$ cat src/rtl/icr_pkg.sv
// constants shared by the interrupt control register block
//
// Behaviour
// - global enable bit 7 lets requests reach the core; clear blocks all
// - peripheral group enable bit 6 gates every peripheral source
// - peripheral enable bits act only when the group enable is set
// - timer zero overflow enable bit 5 gates the timer zero request
// - external pin enable bit 4 gates the external edge request
// - pin change enable bit 3 gates the pin change request
// - timer zero overflow sets flag bit 2
// - a qualifying external edge sets flag bit 1
// - summary flag bit 0 reads one while any per-pin change flag is set
// - summary flag ignores writes; clears only when all per-pin flags clear
// - both registers reset to zero; control bits 7..1 writable, bit 0 not
// - peripheral enable register holds eight writable source enables
// - each peripheral enable bit lets its source request when set
// - sync serial port enable at bit 3 gates that port's request
// - flags are set on events whatever the enables hold
// - edge select one picks rising edges, zero picks falling edges
// - taking an interrupt clears global enable; return from irq sets it
package icr_pkg;
    localparam int ICR_ADDR_W = 8;
    localparam int ICR_DATA_W = 32;
    localparam int ICR_PINS = 8;
    // byte offsets on the register bus
    localparam logic [7:0] ICR_OFS_CTRL = 8'h00;
    localparam logic [7:0] ICR_OFS_PENA = 8'h04;
    localparam logic [7:0] ICR_OFS_PINFLAG = 8'h08;
    localparam logic [7:0] ICR_OFS_EDGE = 8'h0C;
    localparam logic [7:0] ICR_OFS_EVSTAT = 8'h10;
    localparam logic [7:0] ICR_OFS_EVMASK = 8'h14;
    // irq_control fields
    localparam int ICR_GLB_EN = 7;
    localparam int ICR_GRP_EN = 6;
    localparam int ICR_T0IE = 5;
    localparam int ICR_INTE = 4;
    localparam int ICR_PCH_EN = 3;
    localparam int ICR_T0IF = 2;
    localparam int ICR_EXT_FLAG = 1;
    localparam int ICR_PCH_SUM = 0;
    // peripheral_irq_enable_one fields
    localparam int ICR_P_T1GATE = 7;
    localparam int ICR_P_CONV = 6;
    localparam int ICR_P_SRX = 5;
    localparam int ICR_P_STX = 4;
    localparam int ICR_P_SSP = 3;
    localparam int ICR_P_CMP1 = 2;
    localparam int ICR_P_T2M = 1;
    localparam int ICR_P_T1OVF = 0;
    // event status / mask fields
    localparam int ICR_EV_W = 4;
    localparam int ICR_EV_T0 = 0;
    localparam int ICR_EV_EXT = 1;
    localparam int ICR_EV_PIN = 2;
    localparam int ICR_EV_TAKEN = 3;
    // reset values
    localparam logic [7:1] ICR_CTRL_RST = 7'h00;
    localparam logic [7:0] ICR_PENA_RST = 8'h00;
    localparam logic ICR_EDGE_RST = 1'b0;
    localparam logic [3:0] ICR_EV_RST = 4'h0;
    // input synchroniser length before edges are trusted
    localparam int ICR_ARM_LEN = 3;
endpackage

$ cat src/rtl/icr_edge_if.sv
// edge events carried from the pin synchroniser to the register block
`timescale 1ns/1ns
`default_nettype none
interface icr_edge_if #(parameter int PINS = 8);
    logic extRise;
    logic extFall;
    logic [PINS-1:0] pinChg;
    modport src (output extRise, output extFall, output pinChg);
    modport dst (input extRise, input extFall, input pinChg);
endinterface
`default_nettype wire

$ cat src/rtl/icr_irq_regs.sv
// interrupt control and peripheral enable registers with apb slave
`timescale 1ns/1ns
`default_nettype none
module icr_irq_regs
    import icr_pkg::*;
#(
    parameter int PINS = ICR_PINS
) (
    input wire logic clk,
    input wire logic rst,
    input wire logic psel,
    input wire logic penable,
    input wire logic pwrite,
    input wire logic [ICR_ADDR_W-1:0] paddr,
    input wire logic [ICR_DATA_W-1:0] pwdata,
    output logic [ICR_DATA_W-1:0] prdata,
    output logic pready,
    output logic pslverr,
    input wire logic timerZeroOvf,
    input wire logic extPin,
    input wire logic [PINS-1:0] pinIn,
    input wire logic [7:0] periphFlags,
    input wire logic irqAck,
    input wire logic returnFromIrq,
    output logic coreIrqReq,
    output logic irqOut
);
    typedef struct packed {
        logic [7:1] ctrl;
        logic [7:0] periEn;
        logic [PINS-1:0] pinFlags;
        logic edgeSel;
        logic [ICR_EV_W-1:0] evStat;
        logic [ICR_EV_W-1:0] evMask;
        logic [ICR_DATA_W-1:0] prdata;
        logic pready;
        logic pslverr;
        logic irqReq;
        logic irqOut;
    } icr_state_t;

    icr_state_t st_r;
    icr_state_t st_nxt;

    icr_edge_if #(.PINS(PINS)) edges ();

    icr_edge_detect #(.PINS(PINS)) u_edge (
        .clk(clk),
        .rst(rst),
        .extPin(extPin),
        .pinIn(pinIn),
        .edge_o(edges)
    );

    // address match, used by the write path; the read path decodes paddr in a case
    function automatic logic isAt(input logic [ICR_ADDR_W-1:0] a,
                                  input logic [ICR_ADDR_W-1:0] ofs);
        isAt = (a == ofs);
    endfunction

    logic setupCyc;
    logic wrEn;
    logic extEdge;
    logic pinAny;
    logic coreSrc;
    logic periSrc;
    logic [ICR_EV_W-1:0] evSet;
    logic [7:0] wrByte;

    // bus phases: read data is captured in setup, writes land at access
    assign setupCyc = psel & ~penable;
    assign wrEn = psel & penable & pwrite & st_r.pready;
    assign wrByte = pwdata[7:0];
    assign extEdge = st_r.edgeSel ? edges.extRise : edges.extFall;
    assign pinAny = |st_r.pinFlags;
    assign coreSrc = (st_r.ctrl[ICR_T0IE] & st_r.ctrl[ICR_T0IF]) |
                     (st_r.ctrl[ICR_INTE] & st_r.ctrl[ICR_EXT_FLAG]) |
                     (st_r.ctrl[ICR_PCH_EN] & pinAny);
    assign periSrc = |(st_r.periEn & periphFlags);
    assign evSet = {irqAck & st_r.ctrl[ICR_GLB_EN], |edges.pinChg,
                    extEdge, timerZeroOvf};

    // next-state: software first, then hardware so events win
    always_comb begin
        st_nxt = st_r;
        st_nxt.pready = 1'b1;
        // control bits 7..1 and all enables writable
        if (wrEn && isAt(paddr, ICR_OFS_CTRL)) begin
            st_nxt.ctrl = pwdata[7:1];
        end
        if (wrEn && isAt(paddr, ICR_OFS_PENA)) begin
            st_nxt.periEn = wrByte;
        end
        // per-pin flags clear only by software write of one
        if (wrEn && isAt(paddr, ICR_OFS_PINFLAG)) begin
            st_nxt.pinFlags = st_r.pinFlags & ~pwdata[PINS-1:0];
        end
        if (wrEn && isAt(paddr, ICR_OFS_EDGE)) begin
            st_nxt.edgeSel = pwdata[0];
        end
        if (wrEn && isAt(paddr, ICR_OFS_EVSTAT)) begin
            st_nxt.evStat = st_r.evStat & ~pwdata[ICR_EV_W-1:0];
        end
        if (wrEn && isAt(paddr, ICR_OFS_EVMASK)) begin
            st_nxt.evMask = pwdata[ICR_EV_W-1:0];
        end
        // interrupt taken clears global enable, return sets it
        if (irqAck && st_r.ctrl[ICR_GLB_EN]) begin
            st_nxt.ctrl[ICR_GLB_EN] = 1'b0;
        end
        if (returnFromIrq) begin
            st_nxt.ctrl[ICR_GLB_EN] = 1'b1;
        end
        if (timerZeroOvf) begin
            st_nxt.ctrl[ICR_T0IF] = 1'b1;
        end
        if (extEdge) begin
            st_nxt.ctrl[ICR_EXT_FLAG] = 1'b1;
        end
        st_nxt.pinFlags = st_nxt.pinFlags | edges.pinChg;
        st_nxt.evStat = st_nxt.evStat | evSet;
        st_nxt.irqReq = st_r.ctrl[ICR_GLB_EN] &
            (coreSrc | (st_r.ctrl[ICR_GRP_EN] & periSrc));
        st_nxt.irqOut = |(st_r.evStat & st_r.evMask);
        // read snapshot taken in setup; unmapped reads zero with error
        if (setupCyc) begin
            st_nxt.pslverr = 1'b0;
            case (paddr)
                ICR_OFS_CTRL: begin
                    st_nxt.prdata = {24'h000000, st_r.ctrl, pinAny};
                end
                ICR_OFS_PENA: begin
                    st_nxt.prdata = {24'h000000, st_r.periEn};
                end
                ICR_OFS_PINFLAG: begin
                    st_nxt.prdata = '0;
                    st_nxt.prdata[PINS-1:0] = st_r.pinFlags;
                end
                ICR_OFS_EDGE: begin
                    st_nxt.prdata = {31'h00000000, st_r.edgeSel};
                end
                ICR_OFS_EVSTAT: begin
                    st_nxt.prdata = {28'h0000000, st_r.evStat};
                end
                ICR_OFS_EVMASK: begin
                    st_nxt.prdata = {28'h0000000, st_r.evMask};
                end
                default: begin
                    st_nxt.prdata = '0;
                    st_nxt.pslverr = 1'b1;
                end
            endcase
        end
    end

    always_ff @(posedge clk) begin
        if (rst) begin
            st_r <= '0;
        end else begin
            st_r <= st_nxt;
        end
    end

    assign prdata = st_r.prdata;
    assign pready = st_r.pready;
    assign pslverr = st_r.pslverr;
    assign coreIrqReq = st_r.irqReq;
    assign irqOut = st_r.irqOut;
endmodule
`default_nettype wire

$ cat src/rtl/icr_edge_detect.sv
// two-flop synchronisers and edge detectors for external pins
`timescale 1ns/1ns
`default_nettype none
module icr_edge_detect
    import icr_pkg::*;
#(
    parameter int PINS = ICR_PINS
) (
    input wire logic clk,
    input wire logic rst,
    input wire logic extPin,
    input wire logic [PINS-1:0] pinIn,
    icr_edge_if.src edge_o
);
    typedef struct packed {
        logic [PINS:0] s1;
        logic [PINS:0] s2;
        logic [PINS:0] s3;
        logic [ICR_ARM_LEN-1:0] arm;
    } icr_sync_t;

    icr_sync_t st_r;
    icr_sync_t st_nxt;

    // s1 feeds only s2; edges compare s2 against its delayed copy
    always_comb begin
        st_nxt = st_r;
        st_nxt.s1 = {extPin, pinIn};
        st_nxt.s2 = st_r.s1;
        st_nxt.s3 = st_r.s2;
        st_nxt.arm = {st_r.arm[ICR_ARM_LEN-2:0], 1'b1};
    end

    always_ff @(posedge clk) begin
        if (rst) begin
            st_r <= '0;
        end else begin
            st_r <= st_nxt;
        end
    end

    // edges are held off until s3 holds a real sample, so a pin tied high
    // at reset does not look like a rising edge
    assign edge_o.extRise = st_r.arm[ICR_ARM_LEN-1] &
        st_r.s2[PINS] & ~st_r.s3[PINS];
    assign edge_o.extFall = st_r.arm[ICR_ARM_LEN-1] &
        ~st_r.s2[PINS] & st_r.s3[PINS];
    assign edge_o.pinChg = {PINS{st_r.arm[ICR_ARM_LEN-1]}} &
        (st_r.s2[PINS-1:0] ^ st_r.s3[PINS-1:0]);
endmodule
`default_nettype wire

$ cat config.mk
export PLATFORM = sky130hd
export DESIGN_NAME = icr_irq_regs
export DESIGN_NICKNAME = d
export VERILOG_FILES = /design/src/rtl/icr_pkg.sv /design/src/rtl/icr_edge_if.sv /design/src/rtl/icr_irq_regs.sv /design/src/rtl/icr_edge_detect.sv
export SDC_FILE = /design/constraint.sdc
export NUM_CORES = 1
export LEC_CHECK = 0
export BUFFER_PORTS_ARGS = -buffer_cell sky130_fd_sc_hd__buf_2
export CAP_MARGIN = 20
export CORE_ASPECT_RATIO = 0.5
export CORE_MARGIN = 8
export CORE_UTILIZATION = 51
export DETAILED_ROUTE_END_ITERATION = 10
export GPL_ROUTABILITY_DRIVEN = 0
export PLACE_DENSITY_LB_ADDON = 0.15
export REMOVE_ABC_BUFFERS = 1
export SLEW_MARGIN = 0
export SYNTH_ARGS = -nofsm -noshare
export SYNTH_HDL_FRONTEND = slang
export SYNTH_SLANG_ARGS = --single-unit
$ cat constraint.sdc
create_clock -name clk -period 2.2 [get_ports clk]
set_clock_uncertainty 0.2 [all_clocks]
set_input_delay 0.44 -clock clk [delete_from_list [all_inputs] [get_ports clk]]
set_output_delay 0.44 -clock clk [all_outputs]
set_load 0.005 [all_outputs]
# After elaboration in Yosys (flattened, before gate mapping)
# Cells that the tools add are included.
dict set report word_totals {
  regBits 98
  input_bits 65
  out_inout_bits 36
  wordCells 83
}
dict set report op_classes {
  n_eq_ne 5
  n_mux 13
  n_bitwise 30
  reduce_logical 16
}
# op n
set ops {}
lappend ops {{8-bit one-hot mux with 6 select lines} 1}
lappend ops {{8-bit bitwise AND} 3}
lappend ops {{8-bit OR reduction} 3}
lappend ops {{8-bit by 4-bit == test with 1-bit output (second input constant)} 2}
lappend ops {{8-bit by 5-bit == test with 1-bit output (second input constant)} 2}
lappend ops {{1-bit bitwise AND} 14}
lappend ops {{4-bit bitwise AND} 2}
lappend ops {{8-bit by 3-bit == test with 1-bit output (second input constant)} 1}
lappend ops {{8-bit logical NOT} 1}
lappend ops {{1-bit two-way mux} 8}
lappend ops {{4-bit two-way mux} 2}
lappend ops {{8-bit two-way mux} 1}
lappend ops {{8-bit inverter} 1}
lappend ops {{8-bit OR} 1}
lappend ops {{8-bit XOR} 1}
lappend ops {{1-bit logical AND} 7}
lappend ops {{7-bit two-way mux} 1}
lappend ops {{6-bit OR reduction} 1}
lappend ops {{4-bit inverter} 1}
lappend ops {{4-bit OR} 1}
lappend ops {{2-bit nonzero test} 2}
lappend ops {{4-bit OR reduction} 1}
lappend ops {{1-bit inverter} 3}
lappend ops {{1-bit OR} 3}
lappend ops {{3-bit nonzero test} 1}

# Longest topological paths before layout
# Gate-level depths: netlist of run 1.
dict set report logic_depth {
  depth_word 7
  ltp_mapped 6
}

# Hierarchy
# From an unflattened synthesis of run 1, not the netlist that was laid out.
dict set report hier_totals {
  hier_cells 339
  hier_area_um2 3383.2
}
# mod n_inst cells_per_inst area_each_um2 seq_area_each_um2
set modules_own_cells {}
lappend modules_own_cells {icr_irq_regs 1 257 2369.8 880.8}
lappend modules_own_cells {icr_edge_detect 1 82 1013.5 600.6}

# Worst setup path before layout of run 1
# No wires, ideal clock.
dict set report synth_timing {
  kind {in2reg}
  start {input port paddr[4]}
  end {register st_r[54] (netlist bit)}
  setup_ns 0.071
  t_arrival_ns 1.617
  required_time_ns 1.929
  path_slack_ns 0.312
  cell_stages 5
  n_path_buf 1
  path_cell_list {buf_6 -> or4_4 -> nor4_4 -> nand3_1 -> a21oi_1}
}
dict set report synth_between {
  elab_chain_len 2
}
# element line_no
set synth_lines {}
lappend synth_lines {{start: declaration} icr_irq_regs.sv:14} ;# input wire logic [ICR_ADDR_W-1:0] paddr,
lappend synth_lines {{8-bit by 3-bit == test with 1-bit output} icr_irq_regs.sv:58} ;# isAt = (a == ofs);
lappend synth_lines {{1-bit logical AND} icr_irq_regs.sv:91} ;# if (wrEn && isAt(paddr, ICR_OFS_PENA)) begin
lappend synth_lines {{end signal: assignment} icr_irq_regs.sv:160} ;# st_r <= st_nxt;
lappend synth_lines {{end: declaration} icr_irq_regs.sv:42} ;# icr_state_t st_r;
# No other way between the ends.
# A chain may end at the register's enable or synchronous reset.

==> impl_metrics.ini, run 1 <==
[drt]
drt_first_iter_violations = 151
wl_per_cell_um = 15.19
via_per_inst = 5.378
drc = 0
num_vias = 2662
detail-route-antenna-nets = 0
wl_um = 7518
dr.pass1.iters = 5

[sta]
max_slew_margin_pct = 62.98
timing.fmax_mhz = 547.1
fin_setup_tns_ns = 0
fin_crit_sh_pct = 83.08
hold_viol = 0
rsz0062_at_grt = false
setup_viol = 0
setup_ws_ns = 0.3723
tightest_slew_ns = 0.5541
period_minus_slack_ns = 1.828
slew_violations = 0

[synthesis]
syn_inst = 354
synth_edf_count = 0
async_reset_ff_share_pct = 0
synth_top_area_cell = dfxtp_1
ys_top_cells_by_count = 73 x dfxtp_1, 32 x buf_4, 32 x nor2b_1
dominantRegCellSynth = dfxtp_1
synth-seq-cells = 73
synth.distinct_cells = 46
yosys.cell_count.top_type = dfxtp_1
avgSynthCellArea_um2 = 9.186
syn_area_um2 = 3252
ys_seq_area_share_pct = 44.94
synth_area_leaders = dfxtp_1 45%, buf_4 7.4%, nor2b_1 6.2%
yosys_warnings = 0
synth_top_area_share_pct = 44.94

[clock_tree]
root_buffer = clkbuf_16
htreeDepth = 3
cts_sinks = 73
path_clk_slew_ns = 0.06
cts.repair.resized = 0
cts_max_path_buffers = 2
clkLatencyLatePin_ns = 0.33
cts_buffers = 9
cts_setup_buffers = 0
postCtsHoldBufs = 0
cts_tree = done

[critical_path]
rr_worst_depth = 4
path_cells = and4_1 > nand4_1 > o21ai_0 > a21oi_1
start_kind = register
critPathKind = register to register
critPathCapture = st_r[54]
crit_slowest_cell = dfxtp_1
r2r_slack_ns = 0.37
r2r_end = st_r[54]
timing.rr.start = u_edge.st_nxt[1]
cp.arrival_ns = 1.84
required_ns = 2.21
slowest_delay_ns = 0.38
crit_path_end_kind = register
crit_start = u_edge.st_nxt[1]
worstPathMaxFanout = 9

[finish]
final_cell_area_um2 = 3794
diodes = 0
drive_above_1_share_pct = 20.88
area_growth_pct = 16.66
layout.nets = 467
nFillCells = 527
regArea_um2 = 1461
multiInputGateArea_um2 = 1511

[global_route]
antenna_found_initial = 0
grt_util_all_layers_pct = 16.21
grt_pass1_vias = 2490
grt_pass1_wl_um = 11750
grt-ovfl-total = 0
grt_max_degree = 33

[hold_path]
hp-class = input port to register
whs_path_depth = 2

[die]
die_w_um = 128.9
io_pins = 101
design.core.area_um2 = 6106
chipHeight_um = 72.47
die_area_um2 = 9343
placementRows = 20
start_util_pct = 53.26

[power]
power_density_nw_per_um2 = 825.8
leakage_nw = 1.621
peakVddDrop_v = 0.0005362

[placement]
dp_hpwl_um = 5833
pre_cts_ws_ns = 0.07952
place_area_um2 = 3471
portBuffers = 52

[run]
cap_violations = 0

[status]
outcome = finished clean
==> worst min path at each step <==
stage,to,slack [ns],from
after CTS,u_edge.st_nxt[19],0.10,pinIn[7]
after detailed placement,u_edge.st_nxt[4],0.22,u_edge.st_nxt[13]
after floorplan,u_edge.st_nxt[10],0.21,u_edge.st_nxt[19]
after global placement,u_edge.st_nxt[9],0.22,u_edge.st_nxt[18]
final,u_edge.st_nxt[19],0.11,pinIn[7]
after global routing,u_edge.st_nxt[17],0.11,pinIn[5]
==> logic make-up after synthesis <==
| kind of cell | synth area share (%) |
|---|---|
| and+or+nand+nor | 20.32 |
| xor gates and xnor gates | 2.155 |
| DFF | 44.94 |
| buffers and inverters | 11.23 |
| AOI/OAI and AO/OA | 15.12 |
| other | 0.1153 |
| muxes | 6.118 |
==> metrics by stage <==
stage	total power [mW]	hold WS [ns]	cells	util [%]
after floorplan	1.489	0.2138	330	-
after global placement	1.594	0.2180	479	56.84
after detailed placement	1.600	0.2231	479	56.84
after CTS	3.156	0.1048	495	62.13
after global routing	3.236	0.1134	495	62.13
final	3.133	0.1142	495	62.13
==> report_power, final <==
part	total, mW	switching (mW)	internal [mW]
Clock	1.56	0.532	1.03
Combinational	0.201	0.122	0.0793
Sequential	1.37	0.0189	1.36
==> layout by cell type (no fill, tap or decap), types with 2 or more instances in the layout <==
cell type,synthesis,routed
nand2b_1,2,2
nor2b_1,32,32
mux2i_1,12,12
buf_2,1,52
dfxtp_1,73,73
a21oi_1,29,29
bufinv_16,0,2
nor2_1,16,16
conb_1,1,24
xor2_1,7,7
mux4_1,3,3
o2bb2ai_1,4,4
clkbuf_1,12,2
o21ai_0,26,26
or3_4,2,2
a22oi_1,9,9
nand2_1,21,21
nor3_1,2,2
nor4_1,4,4
clkbuf_16,0,9
nand3_1,17,17
inv_1,15,15
a311oi_1,3,3
nand4_1,6,6
nor4_4,2,2
buf_4,32,9
a211oi_1,2,2
==> registers in the layout (all words and copies together), names as in the netlist <==
name / flops
irqOut: 1
u_edge.st_nxt: 20
u_edge.st_r: 10
prdata: 8
pslverr: 1
coreIrqReq: 1
st_r: 32
==> final cells by class <==
| cell class | count | share of cell area (%) |
|---|---|---|
| Multi-Input combinational cell | 241 | 39.84 |
| Sequential cell | 73 | 38.52 |
| Timing Repair Buffer | 61 | 8.641 |
| Clock buffer | 12 | 6.497 |
| Tap cell | 88 | 2.902 |
| Clock inverter | 4 | 2.012 |
| Inverter | 16 | 1.583 |
==> critical path, delay by kind of cell, from the launching register on <==
family / cells / cell delay, ns
AOI/OAI and AO/OA: 2 / 0.40
and+or+nand+nor: 2 / 0.72
DFF: 1 / 0.38
==> routing by layer <==
metal  wire [um]  track usage, %  share of wire, %  vias to the layer above
met5           0               0                 0                        -
met4         129           6.710               1.7                        0
met3         775           6.213                10                       16
met2        3297           24.94                44                      125
met1        3316           19.96                44                     1239
li1            -               -                 -                     1282
Note: power is estimated with default switching activity, not from simulation.
==> run 2: changes to the inputs <==
clock period = 1.7 ns   (was 2.2 ns; I/O delays follow)
==> impl_metrics.ini, run 2 (synthesis gave the netlist of run 1 again) <==
[status]
outcome = finished clean

[clock_tree]
htreeDepth = 3
postCtsHoldBufs = 0
root_buffer = clkbuf_16
cts_sinks = 73
path_clk_slew_ns = 0.06
clkLatencyLatePin_ns = 0.33
cts_buffers = 9
cts_max_path_buffers = 2
cts_tree = done

[die]
chipHeight_um = 72.47
io_pins = 101
design.core.area_um2 = 6106
placementRows = 20
die_area_um2 = 9343
start_util_pct = 53.26
die_w_um = 128.9

[sta]
fin_crit_sh_pct = 97.71
setup_ws_ns = 0.03899
timing.fmax_mhz = 602.0
hold_viol = 0
setup_viol = 0
slew_violations = 0
period_minus_slack_ns = 1.661
rsz0062_at_grt = true

[power]
peakVddDrop_v = 0.0007635
leakage_nw = 1.701
power_density_nw_per_um2 = 951.4

[global_route]
grt_pass1_vias = 2632
grt_max_degree = 33
grt_util_all_layers_pct = 16.66
grt_pass1_wl_um = 12250
antenna_found_initial = 0
grt-ovfl-total = 0

[drt]
dr.pass1.iters = 5
wl_per_cell_um = 15.08
detail-route-antenna-nets = 0
via_per_inst = 5.289
wl_um = 7779
num_vias = 2729
drt_first_iter_violations = 250
drc = 0

[hold_path]
hp-class = input port to register
whs_path_depth = 2

[finish]
drive_above_1_share_pct = 25.23
area_growth_pct = 20.43
regMostFlops = st_r
final_util_pct = 64.14
layout.nets = 489
largest_register_ffs = 32
diodes = 0
final_common_cell = dfxtp_1
final_cell_mix = 73 x dfxtp_1, 52 x buf_2, 32 x nor2b_1
fin_cells = 516

[critical_path]
critPathKind = input port to register
start_kind = input port
rr_worst_depth = 4
required_ns = 1.76
worstPathMaxFanout = 9
cp.arrival_ns = 1.72
crit_path_end_kind = register

[run]
cap_violations = 0

[placement]
portBuffers = 52
numPlacedInstances = 499
pre_cts_ws_ns = -0.2767
dp_hpwl_um = 6043
## run 2: layout make-up
cell class | instances | area (um^2)
Clock inverter | 5 | 33.78
Sequential cell | 73 | 1461
Clock buffer | 10 | 229.0
Fill cell | 535 | 2190
Multi-Input combinational cell | 241 | 1513
Tap cell | 88 | 110.1
Timing Repair Buffer | 83 | 509.2
Inverter | 16 | 60.06
## run 2: repair_timing
item,in CTS,in global routing
gates resized for setup,0,6
buffers inserted,0,2
endpoints found under the setup margin,0,12
## run 2: final timing paths
kind | start | end | slack, ns
setup / recovery | paddr[5] | st_r[60] | 0.04
hold / removal | pinIn[3] | u_edge.st_nxt[15] | 0.02
setup reg to reg | st_r[46] | coreIrqReq | 0.08
hold reg to reg | u_edge.st_nxt[15] | u_edge.st_nxt[6] | 0.23
## run 2: metal layers
| metal | track usage [%] | vias up | share of wire, % | routed length [um] |
|---|---|---|---|---|
| met5 | 0 | - | 0 | 0 |
| met4 | 4.774 | 0 | 1.0 | 81 |
| met3 | 6.287 | 9 | 9.4 | 729 |
| met2 | 26.73 | 111 | 46 | 3549 |
| met1 | 20.49 | 1283 | 44 | 3418 |
| li1 | - | 1326 | - | - |
## run 2: power by group
group | total (mW) | internal [mW] | switching (mW)
Combinational | 0.296 | 0.130 | 0.166
Sequential | 1.78 | 1.75 | 0.0234
Clock | 1.65 | 0.974 | 0.678
## run 2: worst max-delay path, cell delays in order
cell and delay (ns):
buf_2 0.13, or4_4 0.56, nor4_4 0.28, buf_6 0.18, nand3_1 0.09, a21oi_1 0.14
## run 2: stage by stage
| step | total power, mW | hold WS, ns | setup TNS (ns) | cell area (um^2) |
|---|---|---|---|---|
| final | 3.726 | 0.01985 | 0 | 3916 |
| after detailed placement | 2.103 | 0.2253 | -6.310 | 3633 |
| after global placement | 2.094 | 0.2178 | -4.949 | 3633 |
| after global routing | 3.883 | 0.002508 | -0.01634 | 3916 |
| after floorplan | 1.928 | 0.2091 | -0.1323 | 3033 |
| after CTS | 3.753 | 0.01065 | 0 | 3896 |
==> run 3: changes to the inputs <==
ABC_AREA = 1   (was unset)
==> impl_metrics.ini, run 3 <==
[die]
chipHeight_um = 72.80
start_util_pct = 53.46
die_w_um = 129.6
design.core.area_um2 = 6156
die_area_um2 = 9435
placementRows = 20
io_pins = 101

[synthesis]
syn_inst = 446
yosys.cell_count.top_type = dfxtp_1
synth_top_area_share_pct = 44.41
ys_seq_area_share_pct = 44.41
synth_area_leaders = dfxtp_1 44%, nand2_1 8.2%, buf_4 7.3%
avgSynthCellArea_um2 = 7.378
ys_top_cells_by_count = 73 x dfxtp_1, 72 x nand2_1, 64 x nor2_1
synth_edf_count = 0
async_reset_ff_share_pct = 0
synth-seq-cells = 73
synth.distinct_cells = 30
synth_top_area_cell = dfxtp_1
syn_area_um2 = 3291
yosys_warnings = 0
dominantRegCellSynth = dfxtp_1

[power]
power_density_nw_per_um2 = 993.9
combPwrFrac_pct = 6.5
seqPwrFrac_pct = 45.9
p_int_mw = 2.892
swShare_pct = 25.48
p_clk_share_pct = 47.6
leakage_nw = 1.756
switchingPower_mw = 0.9888
peakVddDrop_v = 0.0007198

[clock_tree]
cts_max_path_buffers = 2
cts_buffers = 9
clkLatencyLatePin_ns = 0.34
htreeDepth = 3
path_clk_slew_ns = 0.06
cts_sinks = 73
cts_setup_buffers = 0
cts_tree = done
root_buffer = clkbuf_16

[sta]
timing.fmax_mhz = 680.0
hold_viol = 0
period_minus_slack_ns = 1.471
setup_viol = 0
timing.hold.ws_ns = 0.08155
fin_setup_tns_ns = 0
slew_violations = 0
fin_crit_sh_pct = 86.51
setup_ws_ns = 0.2294
rsz0062_at_grt = false

[placement]
portBuffers = 52
pre_cts_ws_ns = 0.01481
dp_hpwl_um = 5611
place_area_um2 = 3521

[hold_path]
hp-class = input port to register
worstHoldStart = timerZeroOvf
whs_path_depth = 3
hold_path_end = st_r[40]

[critical_path]
cp.arrival_ns = 1.54
worstPathMaxFanout = 10
crit_slowest_cell = dfxtp_1
r2r_end = st_r[56]
crit_path_end_kind = register
path_cells = nand4_2 > inv_2 > nand3_2 > clkinv_2 > o21ai_0 > a21oi_1
critPathKind = register to register
crit_family = flip-flops
worst-path-buf-inv = 2
r2r_slack_ns = 0.23
required_ns = 1.77
start_kind = register
slowest_delay_ns = 0.39
timing.rr.start = u_edge.st_nxt[1]
rr_worst_depth = 6

[drt]
drt_first_iter_violations = 242
detail-route-antenna-nets = 0
num_vias = 2752
via_per_inst = 4.564
wl_per_cell_um = 12.21
dr.pass1.iters = 5
drc = 0
wl_um = 7360

[global_route]
grt_max_degree = 22
grt_pass1_vias = 2577
grt_pass1_wl_um = 11920
grt_util_all_layers_pct = 16.32
grt-ovfl-total = 0
antenna_found_initial = 0

[status]
outcome = finished clean

[finish]
area_growth_pct = 18.67
final_cell_mix = 73 x dfxtp_1, 72 x nand2_1, 64 x nor2_1
multiInputGateArea_um2 = 1379
final_common_cell = dfxtp_1
regArea_um2 = 1461
drive_above_1_share_pct = 21.55
layout.nets = 575
largest_register_ffs = 32
regMostFlops = st_r
nFillCells = 590
final_util_pct = 63.43
diodes = 0
final_cell_area_um2 = 3905

[run]
cap_violations = 0
==> run 3: changes by cell type after synthesis, moves of 6 or more <==
cell / delta
nor2b_1: -32
a22oi_1: -8
inv_2: +6
mux2i_1: -12
nand3_1: +20
inv_1: +34
nor2_1: +48
nand2_1: +51
xor2_1: -7
==> run 3: logic make-up after synthesis <==
family,Yosys count,share of synthesized area [%]
buf+inv,100,16.31
flops,73,44.41
other cells,1,0.1140
simple gates,199,27.34
compound gates,73,11.82
==> run 3: power by group through the flow <==
| stage | combinational, mW | sequential (mW) | clock (mW) |
|---|---|---|---|
| 3_5_place_dp | 0.235 | 1.82 | 0 |
| 4_1_cts | 0.252 | 1.78 | 1.87 |
| 2_1_floorplan | 0.116 | 1.81 | 0 |
| 3_3_place_gp | 0.232 | 1.82 | 0 |
| 5_1_grt | 0.288 | 1.78 | 1.97 |
| 6_report | 0.254 | 1.78 | 1.85 |
==> run 3: layout make-up <==
class / count / area share (%)
clock buffers: 9 / 5.767
clock inverters: 7 / 1.762
inverters: 57 / 5.639
multi-input cells: 296 / 35.31
flip-flops and latches: 73 / 37.42
well taps: 88 / 2.820
repair buffers: 73 / 11.28
==> run 3: repair_timing <==
action,CTS,global route
endpoints found under the hold margin,9,0
gates resized for setup,0,0
hold buffers,9,0
==> run 3: worst min-delay path, delay by kind of cell <==
| kind | cells | cell delay (ns) |
|---|---|---|
| AO/OA/AOI/OAI | 1 | 0.06 |
| buffers and inverters | 2 | 0.16 |
==> run 3: worst max-delay path by stage <==
stage	from	endpoint	slack, ns	depth (start not counted)
after floorplan	paddr[5]	st_r[49]	0.21	8
after global placement	paddr[7]	prdata[0]	0.03	11
after detailed placement	paddr[7]	st_r[49]	0.01	9
after CTS	u_edge.st_nxt[1]	st_r[49]	0.22	6
after global routing	u_edge.st_nxt[1]	st_r[39]	0.08	5
final	u_edge.st_nxt[1]	st_r[56]	0.23	6
==> run 3: layer usage <==
metal	GRT usage, %	vias up	wire, um
li1	-	1489	-
met2	24.24	101	3061
met4	5.740	0	71
met5	0	-	0
met3	5.831	9	716
met1	21.33	1153	3511
==> run 3: per-stage QoR <==
| step | std cells | power, mW |
|---|---|---|
| after floorplan | 426 | 1.926 |
| after global routing | 603 | 4.045 |
| final | 603 | 3.881 |
| after global placement | 578 | 2.049 |
| after CTS | 603 | 3.904 |
| after detailed placement | 578 | 2.052 |
